### config.mk
export PLATFORM = sky130hd
export DESIGN_NAME = fbf_top
export DESIGN_NICKNAME = d
export VERILOG_FILES = /design/src/fbf_pkg.sv /design/src/fbf_top.sv
export SDC_FILE = /design/constraint.sdc
export NUM_CORES = 1
export LEC_CHECK = 0
export ABC_AREA = 1
export BUFFER_PORTS_ARGS = -buffer_cell sky130_fd_sc_hd__buf_2
export CORE_MARGIN = 8
export CORE_UTILIZATION = 30
export DETAILED_ROUTE_END_ITERATION = 8
export GPL_TIMING_DRIVEN = 0
export SYNTH_ARGS = -nofsm -noshare
export SYNTH_HDL_FRONTEND = slang
export SYNTH_SLANG_ARGS = --single-unit
### constraint.sdc
create_clock -name I_CLK -period 4.88 [get_ports I_CLK]
set_input_delay 0 -clock I_CLK [delete_from_list [all_inputs] [get_ports I_CLK]]
set_output_delay 0 -clock I_CLK [all_outputs]
set_load 0.01 [all_outputs]
### src/fbf_pkg.sv
// package: register map, field layout and reset values for fifo and framing
package fbf_pkg;
  localparam logic [5:0] ADDR_BYTE_PORT = 6'h09;
  localparam logic [5:0] ADDR_FILL_COUNT = 6'h0A;
  localparam logic [5:0] ADDR_WATERMARK = 6'h0B;
  localparam logic [5:0] ADDR_MISC_CTRL = 6'h0C;
  localparam logic [5:0] ADDR_BIT_FRAME = 6'h0D;
  localparam logic [5:0] ADDR_IRQ_STATUS = 6'h20;
  localparam logic [5:0] ADDR_IRQ_MASK = 6'h21;
  localparam int BIT_QUEUE_CLEAR = 7;
  localparam int BIT_TIMER_HALT = 7;
  localparam int BIT_TIMER_GO = 6;
  localparam int BIT_TX_TRIGGER = 7;
  localparam int LSB_RX_OFFSET = 4;
  localparam int LSB_TX_FINAL = 0;
  localparam logic [5:0] WATERMARK_RST = 6'h08;
  localparam logic [7:0] MISC_CTRL_RST = 8'h10;
  localparam logic [2:0] LINK_IDLE = 3'h0;
  localparam logic [2:0] LINK_WAIT_TRIGGER = 3'h1;
  localparam logic [2:0] LINK_TRANSMIT = 3'h3;
  localparam logic [2:0] LINK_RECEIVE = 3'h6;
  localparam int IRQ_OVERFLOW = 0;
  localparam int IRQ_LOW_ALERT = 1;
  localparam int IRQ_RX_DONE = 2;
endpackage

### src/fbf_top.sv
// fifo, level, watermark alert, timer strobes and bit framing control
//
// Design decision made here: the address-and-strobe port.
module fbf_top #(
  parameter int DEPTH = 64,
  parameter int AW = 6
) (
  input wire logic I_CLK,
  input wire logic I_SYS_RST,
  input wire logic I_CE,
  input wire logic [5:0] I_ADDR,
  input wire logic [7:0] I_WDATA,
  input wire logic I_WR,
  input wire logic I_RD,
  output logic [7:0] O_RDATA,
  input wire logic I_TRANSCEIVE,
  output logic [2:0] O_LINK_STATE,
  output logic O_TIMER_HALT,
  output logic O_TIMER_GO,
  output logic [2:0] O_TX_FINAL_BITS,
  output logic O_TX_VALID,
  output logic [7:0] O_TX_DATA,
  input wire logic I_TX_READY,
  input wire logic I_TX_DONE,
  input wire logic I_RX_BIT_VALID,
  input wire logic I_RX_BIT,
  input wire logic I_RX_END,
  output logic O_LOW_FILL_ALERT,
  output logic O_OVERFLOW,
  output logic O_IRQ
);
  import fbf_pkg::*;

  typedef enum logic [1:0] {ST_IDLE, ST_WAIT, ST_TX, ST_RX} fbf_link_e;

  typedef struct packed {
    logic [AW-1:0] wr_ptr;
    logic [AW-1:0] rd_ptr;
    logic [6:0] level;
    logic ovf;
    logic [5:0] watermark;
    logic [2:0] rx_offset;
    logic [2:0] tx_final;
    logic [2:0] rx_final_valid;
    logic [7:0] rdata;
    logic halt;
    logic go;
    fbf_link_e link;
    logic [7:0] rx_shift;
    logic [2:0] rx_pos;
    logic rx_any;
    logic [7:0] tx_data;
    logic tx_valid;
    logic [2:0] irq_status;
    logic [2:0] irq_mask;
    logic low_prev;
  } fbf_state_s;

  fbf_state_s st_reg;
  fbf_state_s st_next;
  logic [7:0] mem [DEPTH];

  logic full;
  logic empty;
  logic host_push;
  logic host_pop;
  logic rx_push;
  logic tx_pop;
  logic do_push;
  logic do_pop;
  logic push_ok;
  logic pop_ok;
  logic clear;
  logic low_alert;
  logic [7:0] rx_byte;
  logic rx_byte_done;
  logic [6:0] level_ext_wm;
  logic [AW-1:0] ptr_one;

  // level flags
  assign full = st_reg.level == 7'(DEPTH);
  assign empty = st_reg.level == 7'h00;
  assign level_ext_wm = {1'b0, st_reg.watermark};
  assign low_alert = st_reg.level <= level_ext_wm;
  assign ptr_one = AW'(1);

  // fifo access sources, host and link share the same pointers
  assign host_push = I_WR && I_ADDR == ADDR_BYTE_PORT;
  assign host_pop = I_RD && I_ADDR == ADDR_BYTE_PORT;
  assign clear = I_WR && I_ADDR == ADDR_FILL_COUNT
    && I_WDATA[BIT_QUEUE_CLEAR];
  assign tx_pop = st_reg.link == ST_TX && !st_reg.tx_valid && !empty;
  assign do_push = host_push || rx_push;
  assign do_pop = host_pop || tx_pop;
  assign push_ok = do_push && !full;
  assign pop_ok = do_pop && !empty;

  // receive bit assembly with start offset
  always_comb
  begin
    rx_byte = st_reg.rx_shift;
    // only a qualified bit lands; the idle line must not leak into a
    // partial byte pushed at frame end
    if (I_RX_BIT_VALID)
      rx_byte[st_reg.rx_pos] = I_RX_BIT;
    rx_byte_done = st_reg.link == ST_RX && I_RX_BIT_VALID
      && st_reg.rx_pos == 3'h7;
    rx_push = rx_byte_done || (st_reg.link == ST_RX && I_RX_END
      && st_reg.rx_any);
  end

  // next state
  always_comb
  begin
    st_next = st_reg;
    st_next.halt = 1'b0;
    st_next.go = 1'b0;
    st_next.low_prev = low_alert;
    // pointers and level
    if (clear)
    begin
      st_next.wr_ptr = '0;
      st_next.rd_ptr = '0;
      st_next.level = 7'h00;
    end
    else
    begin
      if (push_ok)
        st_next.wr_ptr = st_reg.wr_ptr + ptr_one;
      if (pop_ok)
        st_next.rd_ptr = st_reg.rd_ptr + ptr_one;
      if (push_ok && !pop_ok)
        st_next.level = st_reg.level + 7'h01;
      else if (pop_ok && !push_ok)
        st_next.level = st_reg.level - 7'h01;
    end
    if (do_push && full && !pop_ok)
      st_next.ovf = 1'b1;
    else if (clear)
      st_next.ovf = 1'b0;
    // read data, one cycle after the strobe
    st_next.rdata = 8'h00;
    if (I_RD)
    begin
      case (I_ADDR)
        ADDR_BYTE_PORT: st_next.rdata = mem[st_reg.rd_ptr];
        ADDR_FILL_COUNT: st_next.rdata = {1'b0, st_reg.level};
        ADDR_WATERMARK: st_next.rdata = {2'b00, st_reg.watermark};
        ADDR_MISC_CTRL: st_next.rdata = {5'h02, st_reg.rx_final_valid};
        ADDR_BIT_FRAME: st_next.rdata = {1'b0, st_reg.rx_offset, 1'b0,
          st_reg.tx_final};
        ADDR_IRQ_STATUS: st_next.rdata = {5'h00, st_reg.irq_status};
        ADDR_IRQ_MASK: st_next.rdata = {5'h00, st_reg.irq_mask};
        default: st_next.rdata = 8'h00;
      endcase
    end
    // register writes
    if (I_WR)
    begin
      case (I_ADDR)
        ADDR_WATERMARK: st_next.watermark = I_WDATA[5:0];
        ADDR_MISC_CTRL:
        begin
          st_next.halt = I_WDATA[BIT_TIMER_HALT];
          st_next.go = I_WDATA[BIT_TIMER_GO];
        end
        ADDR_BIT_FRAME:
        begin
          st_next.rx_offset = I_WDATA[LSB_RX_OFFSET +: 3];
          st_next.tx_final = I_WDATA[LSB_TX_FINAL +: 3];
        end
        ADDR_IRQ_MASK: st_next.irq_mask = I_WDATA[2:0];
        default: st_next.irq_mask = st_reg.irq_mask;
      endcase
    end
    // link sequence
    case (st_reg.link)
      ST_IDLE:
        if (I_TRANSCEIVE)
          st_next.link = ST_WAIT;
      ST_WAIT:
        if (!I_TRANSCEIVE)
          st_next.link = ST_IDLE;
        else if (I_WR && I_ADDR == ADDR_BIT_FRAME
          && I_WDATA[BIT_TX_TRIGGER])
          st_next.link = ST_TX;
      ST_TX:
      begin
        if (tx_pop)
        begin
          st_next.tx_data = mem[st_reg.rd_ptr];
          st_next.tx_valid = 1'b1;
        end
        else if (st_reg.tx_valid && I_TX_READY)
          st_next.tx_valid = 1'b0;
        if (I_TX_DONE)
        begin
          st_next.link = ST_RX;
          st_next.tx_valid = 1'b0;
          st_next.rx_shift = 8'h00;
          st_next.rx_pos = st_reg.rx_offset;
          st_next.rx_any = 1'b0;
        end
      end
      ST_RX:
      begin
        if (I_RX_BIT_VALID)
        begin
          st_next.rx_shift = rx_byte_done ? 8'h00 : rx_byte;
          st_next.rx_pos = st_reg.rx_pos + 3'h1;
          st_next.rx_any = !rx_byte_done;
          st_next.rx_final_valid = st_reg.rx_pos + 3'h1;
        end
        if (I_RX_END)
        begin
          st_next.link = I_TRANSCEIVE ? ST_WAIT : ST_IDLE;
          st_next.rx_any = 1'b0;
        end
      end
      default: st_next.link = ST_IDLE;
    endcase
    // sticky events, set wins over write-one clear
    if (I_WR && I_ADDR == ADDR_IRQ_STATUS)
      st_next.irq_status = st_reg.irq_status & ~I_WDATA[2:0];
    if (do_push && full && !pop_ok)
      st_next.irq_status[IRQ_OVERFLOW] = 1'b1;
    if (low_alert && !st_reg.low_prev)
      st_next.irq_status[IRQ_LOW_ALERT] = 1'b1;
    if (st_reg.link == ST_RX && I_RX_END)
      st_next.irq_status[IRQ_RX_DONE] = 1'b1;
  end

  // state register with clock enable
  always_ff @(posedge I_CLK)
  begin
    if (I_SYS_RST)
    begin
      st_reg <= '0;
      st_reg.watermark <= WATERMARK_RST;
      st_reg.rx_final_valid <= MISC_CTRL_RST[2:0];
      st_reg.low_prev <= 1'b1;
    end
    else if (I_CE)
      st_reg <= st_next;
  end

  // byte storage, no reset needed
  always_ff @(posedge I_CLK)
  begin
    if (I_CE && push_ok && !clear)
      mem[st_reg.wr_ptr] <= host_push ? I_WDATA : rx_byte;
  end

  // outputs
  always_comb
  begin
    case (st_reg.link)
      ST_WAIT: O_LINK_STATE = LINK_WAIT_TRIGGER;
      ST_TX: O_LINK_STATE = LINK_TRANSMIT;
      ST_RX: O_LINK_STATE = LINK_RECEIVE;
      default: O_LINK_STATE = LINK_IDLE;
    endcase
  end
  assign O_RDATA = st_reg.rdata;
  assign O_TIMER_HALT = st_reg.halt;
  assign O_TIMER_GO = st_reg.go;
  assign O_TX_FINAL_BITS = st_reg.tx_final;
  assign O_TX_VALID = st_reg.tx_valid;
  assign O_TX_DATA = st_reg.tx_data;
  assign O_LOW_FILL_ALERT = low_alert;
  assign O_OVERFLOW = st_reg.ovf;
  assign O_IRQ = |(st_reg.irq_status & st_reg.irq_mask);
endmodule

# [Word level (Yosys, flattened, before mapping)]
# Memories as Yosys holds them, arrays and structs flattened. A register that Yosys moved wholly into a read port is not among the register bits.
# Index checks and enable logic that the tools add are counted.
[classes] bitwise=3 add_sub_neg=5 reduce_logical=63 magnitude_cmp=3 mux=39 eq_ne=18
[ops] operator="case mux 8 bit (7 select lines)" n=1
[ops] operator="2-to-1 mux 8 bit" n=4
[ops] operator="== test 6 x 4 -> 1 bit, second input constant" n=5
[ops] operator="logical AND 1 bit" n=24
[ops] operator="2-to-1 mux 6 bit" n=4
[ops] operator="case mux 12 bit (2 select lines)" n=1
[ops] operator="2-to-1 mux 19 bit" n=1
[ops] operator="AND reduction 3 bit" n=6
[ops] operator="2-to-1 mux 14 bit" n=1
[ops] operator="2-to-1 mux 7 bit" n=2
[ops] operator="AND reduction 2 bit" n=7
[ops] operator="nonzero test 2 bit" n=7
[ops] operator="2-to-1 mux 1 bit" n=13
[ops] operator="adder 6 x 1 -> 6 bit, second input constant" n=2
[ops] operator="== test 6 bit, second input constant" n=2
[ops] operator="2-to-1 mux 12 bit" n=1
[ops] operator="2-to-1 mux 2 bit" n=6
[ops] operator="case mux 3 bit (3 select lines)" n=1
[ops] operator="bitwise mux 8 bit" n=1
[ops] operator="logical NOT 1 bit" n=8
[ops] operator="inequality test 2 bit, second input constant" n=4
[ops] operator="case mux 2 bit (4 select lines)" n=1
[ops] operator="AND reduction 4 bit" n=2
[ops] operator="adder 7 x 1 -> 7 bit, second input constant" n=1
[ops] operator="other kinds (20)" n=26
[word_totals] register_bits=75 n_memories=1 ram_bits=512 in_bits=25 output_inout_bits=28 wordCells=154
[mem_list] name="mem" depth=64 word_bits=8 read_ports=1 rd_clocked_by_memory_dff=1 write_ports=1 line="fbf_top.sv:61" rtl="logic [7:0] mem [DEPTH];"

# [Logic depth before layout (Yosys ltp)]
# Gate-level depths: netlist of the first run.
[depth] ltp_word=13 mapped_depth=19 mapped_depth_nobuf=19

# [Worst setup path before layout of the first run]
# No wires, ideal clock.
[synth_timing] kind="register to register" from="register st_reg[17] in the netlist's numbering" to="memory mem[0][6], data pin" arrival_time_ns=3.304 t_required_ns=4.179 stages_incl_launch_ff=5 synth_period_minus_slack_ns=4.005 setup_slack_ns=0.875 setup_time_ns=0.701 n_path_buf=0 path_cell_list="dfxtp_1 > nor2_1 > nand3_1 > mux2i_1 > o21ai_0"
[synth_between] elab_chain_len=7 word_cells_on_any_way=8 cone_classes="order compare (2); mux (5); reduce/logical (1)"
[synth_lines] item="start, declared" line="fbf_top.sv:59" rtl="fbf_state_s st_reg;"
[synth_lines] item="start signal, assigned" line="fbf_top.sv:244" rtl="st_reg <= st_next;"
[synth_lines] item="< comparator 3 x 4 -> 1 bit (not written as such) / >= comparator 3 x 1 -> 1 bit (equally long branches)" line="fbf_top.sv:105" rtl="rx_byte[st_reg.rx_pos] = I_RX_BIT;"
[synth_lines] item="logical AND 1 bit (not written as such)" line="fbf_top.sv:105"
[synth_lines] item="2-to-1 mux 1 bit (not written as such)" line="fbf_top.sv:105"
[synth_lines] item="demux 1 bit (select 3 bit) *" line="fbf_top.sv:105"
[synth_lines] item="bitwise mux 8 bit *" line="fbf_top.sv:105"
[synth_lines] item="2-to-1 mux 8 bit *" line="fbf_top.sv:104" rtl="if (I_RX_BIT_VALID)"
[synth_lines] item="2-to-1 mux 8 bit *" line="fbf_top.sv:251" rtl="mem[st_reg.wr_ptr] <= host_push ? I_WDATA : rx_byte;"
[synth_lines] item="end, declared" line="fbf_top.sv:61"
# Every way passes the cells marked *; elsewhere a longest branch is shown, timed or not.

# [Worst setup path in the final report of the first run]
[layout_timing] from="register st_reg[28] in the netlist's numbering" to="memory mem[58][0], enable pin"
[layout_between] elab_chain_len=10 word_cells_on_any_way=12 cone_classes="eq/ne (1); mux (2); reduce/logical (9)"
[layout_lines] item="== test 2 bit *" line="fbf_top.sv:106, fbf_top.sv:108"
[layout_lines] item="logical AND 1 bit (on tied branches)" line="fbf_top.sv:106, fbf_top.sv:108"
[layout_lines] item="logical AND 1 bit (on tied branches)" line="fbf_top.sv:107, fbf_top.sv:109"
[layout_lines] item="logical OR 1 bit *" line="fbf_top.sv:108" rtl="rx_push = rx_byte_done || (st_reg.link == ST_RX && I_RX_END"
[layout_lines] item="logical OR 1 bit *" line="fbf_top.sv:93" rtl="assign do_push = host_push || rx_push;"
[layout_lines] item="logical AND 1 bit *" line="fbf_top.sv:95" rtl="assign push_ok = do_push && !full;"
[layout_lines] item="logical AND 1 bit * (2 in series)" line="fbf_top.sv:250" rtl="if (I_CE && push_ok && !clear)"
[layout_lines] item="2-to-1 mux 1 bit *" line="fbf_top.sv:250"
[layout_lines] item="2-to-1 mux 1 bit *" line="fbf_top.sv:251"
# Marks and branches as above.

==> results of run 1 <==
[stage by stage]
| step | util | area, µm² |
|---|---|---|
| after floorplan | - | 25450 |
| after global placement | 0.3207 | 27130 |
| after detailed placement | 0.3253 | 27520 |
| after CTS | 0.3524 | 29820 |
| after global routing | 0.3524 | 29820 |
| final | 0.3524 | 29820 |
[Yosys cell counts, drive strengths merged (2+ instances only)]
cell,number
o31ai,2
a211oi,2
dfxtp,81
o21ai,93
nor3,13
clkinv,3
clkbuf,30
edfxtp,512
a31oi,3
o22ai,20
nand4,13
mux2i,7
a22oi,8
nand3b,2
or2,2
nand2,712
nor2,184
xor2,3
ha,21
inv,102
nand3,417
mux2,2
o221ai,2
buf,111
nor3b,2
nor4,2
a21oi,51
[critical path, delay by kind of cell, from the launching register on]
family                   cells  cell delay (ns)
adder cells (fa/ha/maj)      1             0.39
flip-flops                   1             0.46
buffers and inverters        3             0.34
AND/OR/NAND/NOR              7             1.79
AO/OA/AOI/OAI                1             0.13
[area by class of cell]
type / count / area share
flip-flops and latches: 593 / 0.5699
multi-input cells: 1567 / 0.2481
clock buffers: 75 / 0.05366
well taps: 1144 / 0.04800
repair buffers: 101 / 0.03105
plain buffers: 141 / 0.02463
inverters: 105 / 0.01322
clock inverters: 37 / 0.01137
[final timing paths]
path / start / end / depth (start not counted)
worst max register to register: st_reg[28] / mem[58][0] / 12
worst min register to register: O_OVERFLOW / O_OVERFLOW / 2
worst max-delay path: st_reg[28] / mem[58][0] / 12
worst min-delay path: I_ADDR[1] / st_reg[63] / 6
[routing by layer]
metal	vias up	routed length, µm
li1	8638	-
met1	9017	32610
met2	882	36230
met3	167	6949
met4	0	2957
met5	-	0
[power by group]
group / internal, mW / switching [mW] / total, mW
combinational: 0.0542 / 0.109 / 0.163
clock: 2.63 / 1.96 / 4.60
sequential: 5.45 / 0.00535 / 5.46
[logic make-up (layout without fill, tap and decap cells)]
family | after synthesis | after routing | synth area share
buffers and inverters | 246 | 459 | 0.04435
AND/OR/NAND/NOR | 1347 | 1347 | 0.2309
multiplexers | 9 | 9 | 0.003639
flip-flops | 593 | 593 | 0.6679
adder cells (fa/ha/maj) | 22 | 22 | 0.01111
XOR/XNOR | 4 | 4 | 0.001377
AO/OA/AOI/OAI | 185 | 185 | 0.04071
[timing repair]
action,CTS,global route
hold buffers,36,0
endpoints found under the hold margin,66,0
gates resized for setup,0,0
buffers inserted,0,0
==> reports/qor.yml, run 1 <==
grt:
  grt_util_all_layers: 0.1615
  grt_pass1_vias: 17750
  met3_usage: 0.02433
  grt_pass1_wl_mm: 115.3
  antenna_found_initial: 0
  met1_usage: 0.2198
  gr-usage-met2: 0.2597
  overflow: 0
  grt_max_degree: 65
  busiest_layer: "met2"
timing:
  hold_slack_ns: 0.02621
  period_share: 0.7207
  post-route-min-period_ns: 3.517
  layout_setup_ws_ns: 1.363
  rsz0062_at_grt: "no"
  max_slew_margin: 0.1096
  final_max_slew_viol_count: 0
  worst_pin_slew_ns: 1.331
  finClkSkew_ns: 0.02806
  setup_violations: 0
  fin_setup_tns_ns: 0
  fmax_mhz: 284.3
  final-hold-violation-count: 0
setup_path:
  crit_fanout: 10
  end_kind: "register"
  arrival_ns: 3.75
  slowest_delay_ns: 1.06
  worst-setup-path-type: "register to register"
  cp.required_ns: 5.11
  r2r_slack_ns: 1.36
  start_kind: "register"
  worstPathCellList: "ha_1 > nand2_2 > inv_2 > nand2_1 > nand2_1 > o21ai_4 > nor2_4 > nand2_2 > inv_2 > buf_6 > nand4_4 > nor2_1"
  worst_path_max_delay_cell: "nor2_1"
finish:
  multi_input_area_um2: 7400
  drive_above_1_share: 0.1081
  nets: 2617
  layout_commonest_cell: "nand2_1"
  final-seq-area_um2: 17000
  fillers: 8481
  largest_register_ffs: 512
  syn2layout_area_growth_pct: 17.20
  num_antenna_cells: 0
  final_cell_mix: "nand2_1 (707), edfxtp_1 (512), nand3_1 (416)"
  stdcell_count: 3763
synthesis:
  syn_inst: 2406
  synth_top_area_share: 0.6042
  synth.cell_area_um2: 25450
  yosys_warnings: 0
  synth_top_area_cell: "edfxtp_1"
  ys_top_cells_by_area: "edfxtp_1 (60%), nand2_1 (10%), nand3_1 (8.2%), dfxtp_1 (6.4%), nor2_1 (2.6%)"
  ys_ff_latch: 593
  synth_fp_nets: 2453
  ys.flop_type: "edfxtp_1"
  ys_seq_area_frac: 0.6679
  synth_edf_count: 512
  avgSynthCellArea_um2: 10.58
  async_reset_ff_frac: 0
  ys_types: 50
die:
  row_count: 107
  io_pins: 53
  initial_utilization: 0.3007
  die_y_um: 307.2
  fp.coreArea_um2: 84610
  fp.dieArea_um2: 94390
  chipWidth_um: 307.2
pwr:
  p_total_mw: 10.21
  powerDensity_nw_per_um2: 342.5
  power.leakage_nw: 10.83
  peakVddDrop_uv: 338.5
hold_path:
  hold_class: "primary input to register"
placement:
  portBuffers: 51
  placedCellCount: 3615
  detailedPlace.worstSlack_ns: 1.559
  place.detailed.hpwl_mm: 54.74
  gp_congestion: 0.9506
clock_network:
  htreeDepth: 2
  clock_path_buffers: 3
  clkTransAtPathRegs_ns: 0.06
  root_buffer: "clkbuf_16"
  numClockSinks: 593
  cts_buffers: 61
  cts_tree: "built"
  worst_skew_pair.late_latency_ns: 0.63
route:
  antenna_left: 0
  dr.pass1.iters: 6
  drcViolationCount: 0
  wl_per_cell_um: 20.93
  drt_iter0_markers: 2238
  vias_per_cell: 4.971
  vias: 18700
  routed_wl_mm: 78.74
outcome:
  status: "completed"
job:
  drv_cap: 0
(Power assumes the default switching activity.)
==> run 2, diff against run 1 <==
==> constraint.sdc (replaced) <==
create_clock -name I_CLK -period 3.1 [get_ports I_CLK]
set_input_delay 0 -clock I_CLK [delete_from_list [all_inputs] [get_ports I_CLK]]
set_output_delay 0 -clock I_CLK [all_outputs]
set_load 0.01 [all_outputs]
==> reports/qor.yml, run 2 (synthesis results as in run 1) <==
setup_path:
  worst-setup-path-type: "register to register"
  start_kind: "register"
  slowest_delay_ns: 0.83  # -0.23 ns
  end_kind: "register"
  worstPathCellList: "ha_4 > nand2_2 > inv_2 > nand2_1 > nand2_1 > o21ai_4 > nor2_4 > nand2_2 > inv_2 > buf_6 > nand4_4 > nor2_1"
  crit_fanout: 10  # unchanged
  worst_path_max_delay_cell: "nor2_1"
  cpLargestDelayFamily: "simple AND/OR/NAND/NOR gates"
  crit_cells: 12  # unchanged
  cp.required_ns: 3.33  # -1.78 ns
  path_buf_inv: 3  # unchanged
  reg2reg_depth: 12  # unchanged
  arrival_ns: 3.43  # -0.32 ns
die:
  chipWidth_um: 307.2  # unchanged
  io_pins: 53  # unchanged
  fp.dieArea_um2: 94390  # unchanged
  fp.coreArea_um2: 84610  # unchanged
  row_count: 107  # unchanged
  die_y_um: 307.2  # unchanged
  initial_utilization: 0.3007  # unchanged
timing:
  fin_setup_tns_ns: -1.844  # -1.844 ns
  layout_setup_ws_ns: -0.09738  # -1.460 ns
  setup_violations: 24  # +24
  worst_pin_slew_ns: 1.148  # -0.1831 ns
  final_max_slew_viol_count: 0  # unchanged
  fmax_mhz: 312.8  # +10%
  final-hold-violation-count: 0  # unchanged
  post-route-min-period_ns: 3.197  # -0.3195 ns
  finClkSkew_ns: 0.04297  # +0.01491 ns
  max_slew_margin: 0.2350  # +0.1254
  hold_slack_ns: 0.04810  # +0.02189 ns
  rsz0062_at_grt: "yes"
  period_share: 1.031  # +0.3107
clock_network:
  worst_skew_pair.late_latency_ns: 0.65  # +0.02 ns
  numClockSinks: 593  # unchanged
  cts_buffers: 61  # unchanged
  htreeDepth: 2  # unchanged
  cts_tree: "built"
  clock_path_buffers: 3  # unchanged
  clkTransAtPathRegs_ns: 0.06  # about the same
  root_buffer: "clkbuf_16"
route:
  wl_per_cell_um: 21.25  # +1.6%
  vias: 18910  # +1.1%
  drt_iter0_markers: 2167  # -3.2%
  dr.pass1.iters: 6  # unchanged
  drcViolationCount: 0  # unchanged
  vias_per_cell: 5.006  # +0.71%
  routed_wl_mm: 80.29  # +2.0%
  antenna_left: 0  # unchanged
pwr:
  p_total_mw: 16.16  # +58%
  power.leakage_nw: 10.91  # +0.75%
  powerDensity_nw_per_um2: 534.7  # +56%
  peakVddDrop_uv: 435.2  # +29%
finish:
  nets: 2629  # +0.46%
  final_cell_mix: "nand2_1 (707), edfxtp_1 (512), nand3_1 (416)"
  syn2layout_area_growth_pct: 18.80
  fin_util: 0.3573  # +0.004821
  drive_above_1_share: 0.1344  # +0.02634
  layout_commonest_cell: "nand2_1"
  num_antenna_cells: 0  # unchanged
  largest_register_ffs: 512  # unchanged
  fillers: 8485  # +0.047%
grt:
  overflow: 0  # unchanged
  met3_usage: 0.02440  # +0.00006872
  gr-usage-met2: 0.2624  # +0.002699
  grt_pass1_vias: 17780  # +0.20%
  grt_pass1_wl_mm: 116.5  # +1.1%
  grt_util_all_layers: 0.1637  # +0.002186
  antenna_found_initial: 1  # +1
  busiest_layer: "met2"
  met1_usage: 0.2239  # +0.004031
  grt_max_degree: 65  # unchanged
placement:
  gp_congestion: 0.9534  # +0.29%
  portBuffers: 51  # unchanged
  place.detailed.hpwl_mm: 55.85  # +2.0%
job:
  drv_cap: 0  # unchanged
hold_path:
  hold_depth: 6  # unchanged
  hold_class: "primary input to register"
outcome:
  status: "finished with violations"
  violations: "negative setup slack"
run 2: worst paths after layout:
path,from,end,slack [ns]
setup reg to reg,st_reg[28],mem[27][4],-0.1
setup / recovery,st_reg[28],mem[27][4],-0.1
hold / removal,I_ADDR[4],st_reg[2],0.05
hold reg to reg,O_OVERFLOW,O_OVERFLOW,0.46
run 2: worst register-to-register path, delay by kind of cell, from the launching register on:
kind | cells | cell delay [ns]
AOI/OAI and AO/OA | 1 | 0.12
and+or+nand+nor | 7 | 1.58
DFF | 1 | 0.50
buffers and inverters | 3 | 0.35
adders and majority gates | 1 | 0.25
run 2: report_power, final:
part	total, mW	switching (mW)	leakage, nW	internal (mW)
clock network	7.32	3.18	0.965	4.13
logic	0.256	0.172	5.08	0.0838
registers	8.59	0.00956	4.86	8.58
total	16.2	3.36	10.9	12.8
run 2: final cells by class:
type	instances	area, µm²	share of cell area
tap	1144	1431	0.04735
timing repair buffer	113	1028	0.03402
sequential	593	17000	0.5623
inverter	105	394.1	0.01304
clock inverter	37	349.1	0.01155
multi-input combinational	1567	7665	0.2536
buffer	141	734.5	0.02430
clock buffer	78	1630	0.05393
run 2: layer usage:
metal / vias to the layer above / share of wire / wire length [µm]
met5: - / 0 / 0
met4: 0 / 0.038 / 3016
met3: 163 / 0.085 / 6839
met2: 907 / 0.46 / 36790
met1: 9157 / 0.42 / 33650
li1: 8684 / - / -
run 2: through the flow:
stage	cells	area (µm²)	worst slack, ns
3_3_place_gp	3601	27130	-2.987
2_1_floorplan	2406	25450	0.1928
6_report	3778	30230	-0.09738
5_1_grt	3778	30230	-0.2393
3_5_place_dp	3614	27490	-0.3600
4_1_cts	3773	30020	-0.3095
run 2: repair_timing:
item / in CTS / in global routing
setup endpoints to repair: 440 / 515
hold buffers: 44 / 0
setup buffers: 0 / 5
pin swaps: 0 / 1
hold endpoints to repair: 81 / 0
resized for setup: 42 / 41
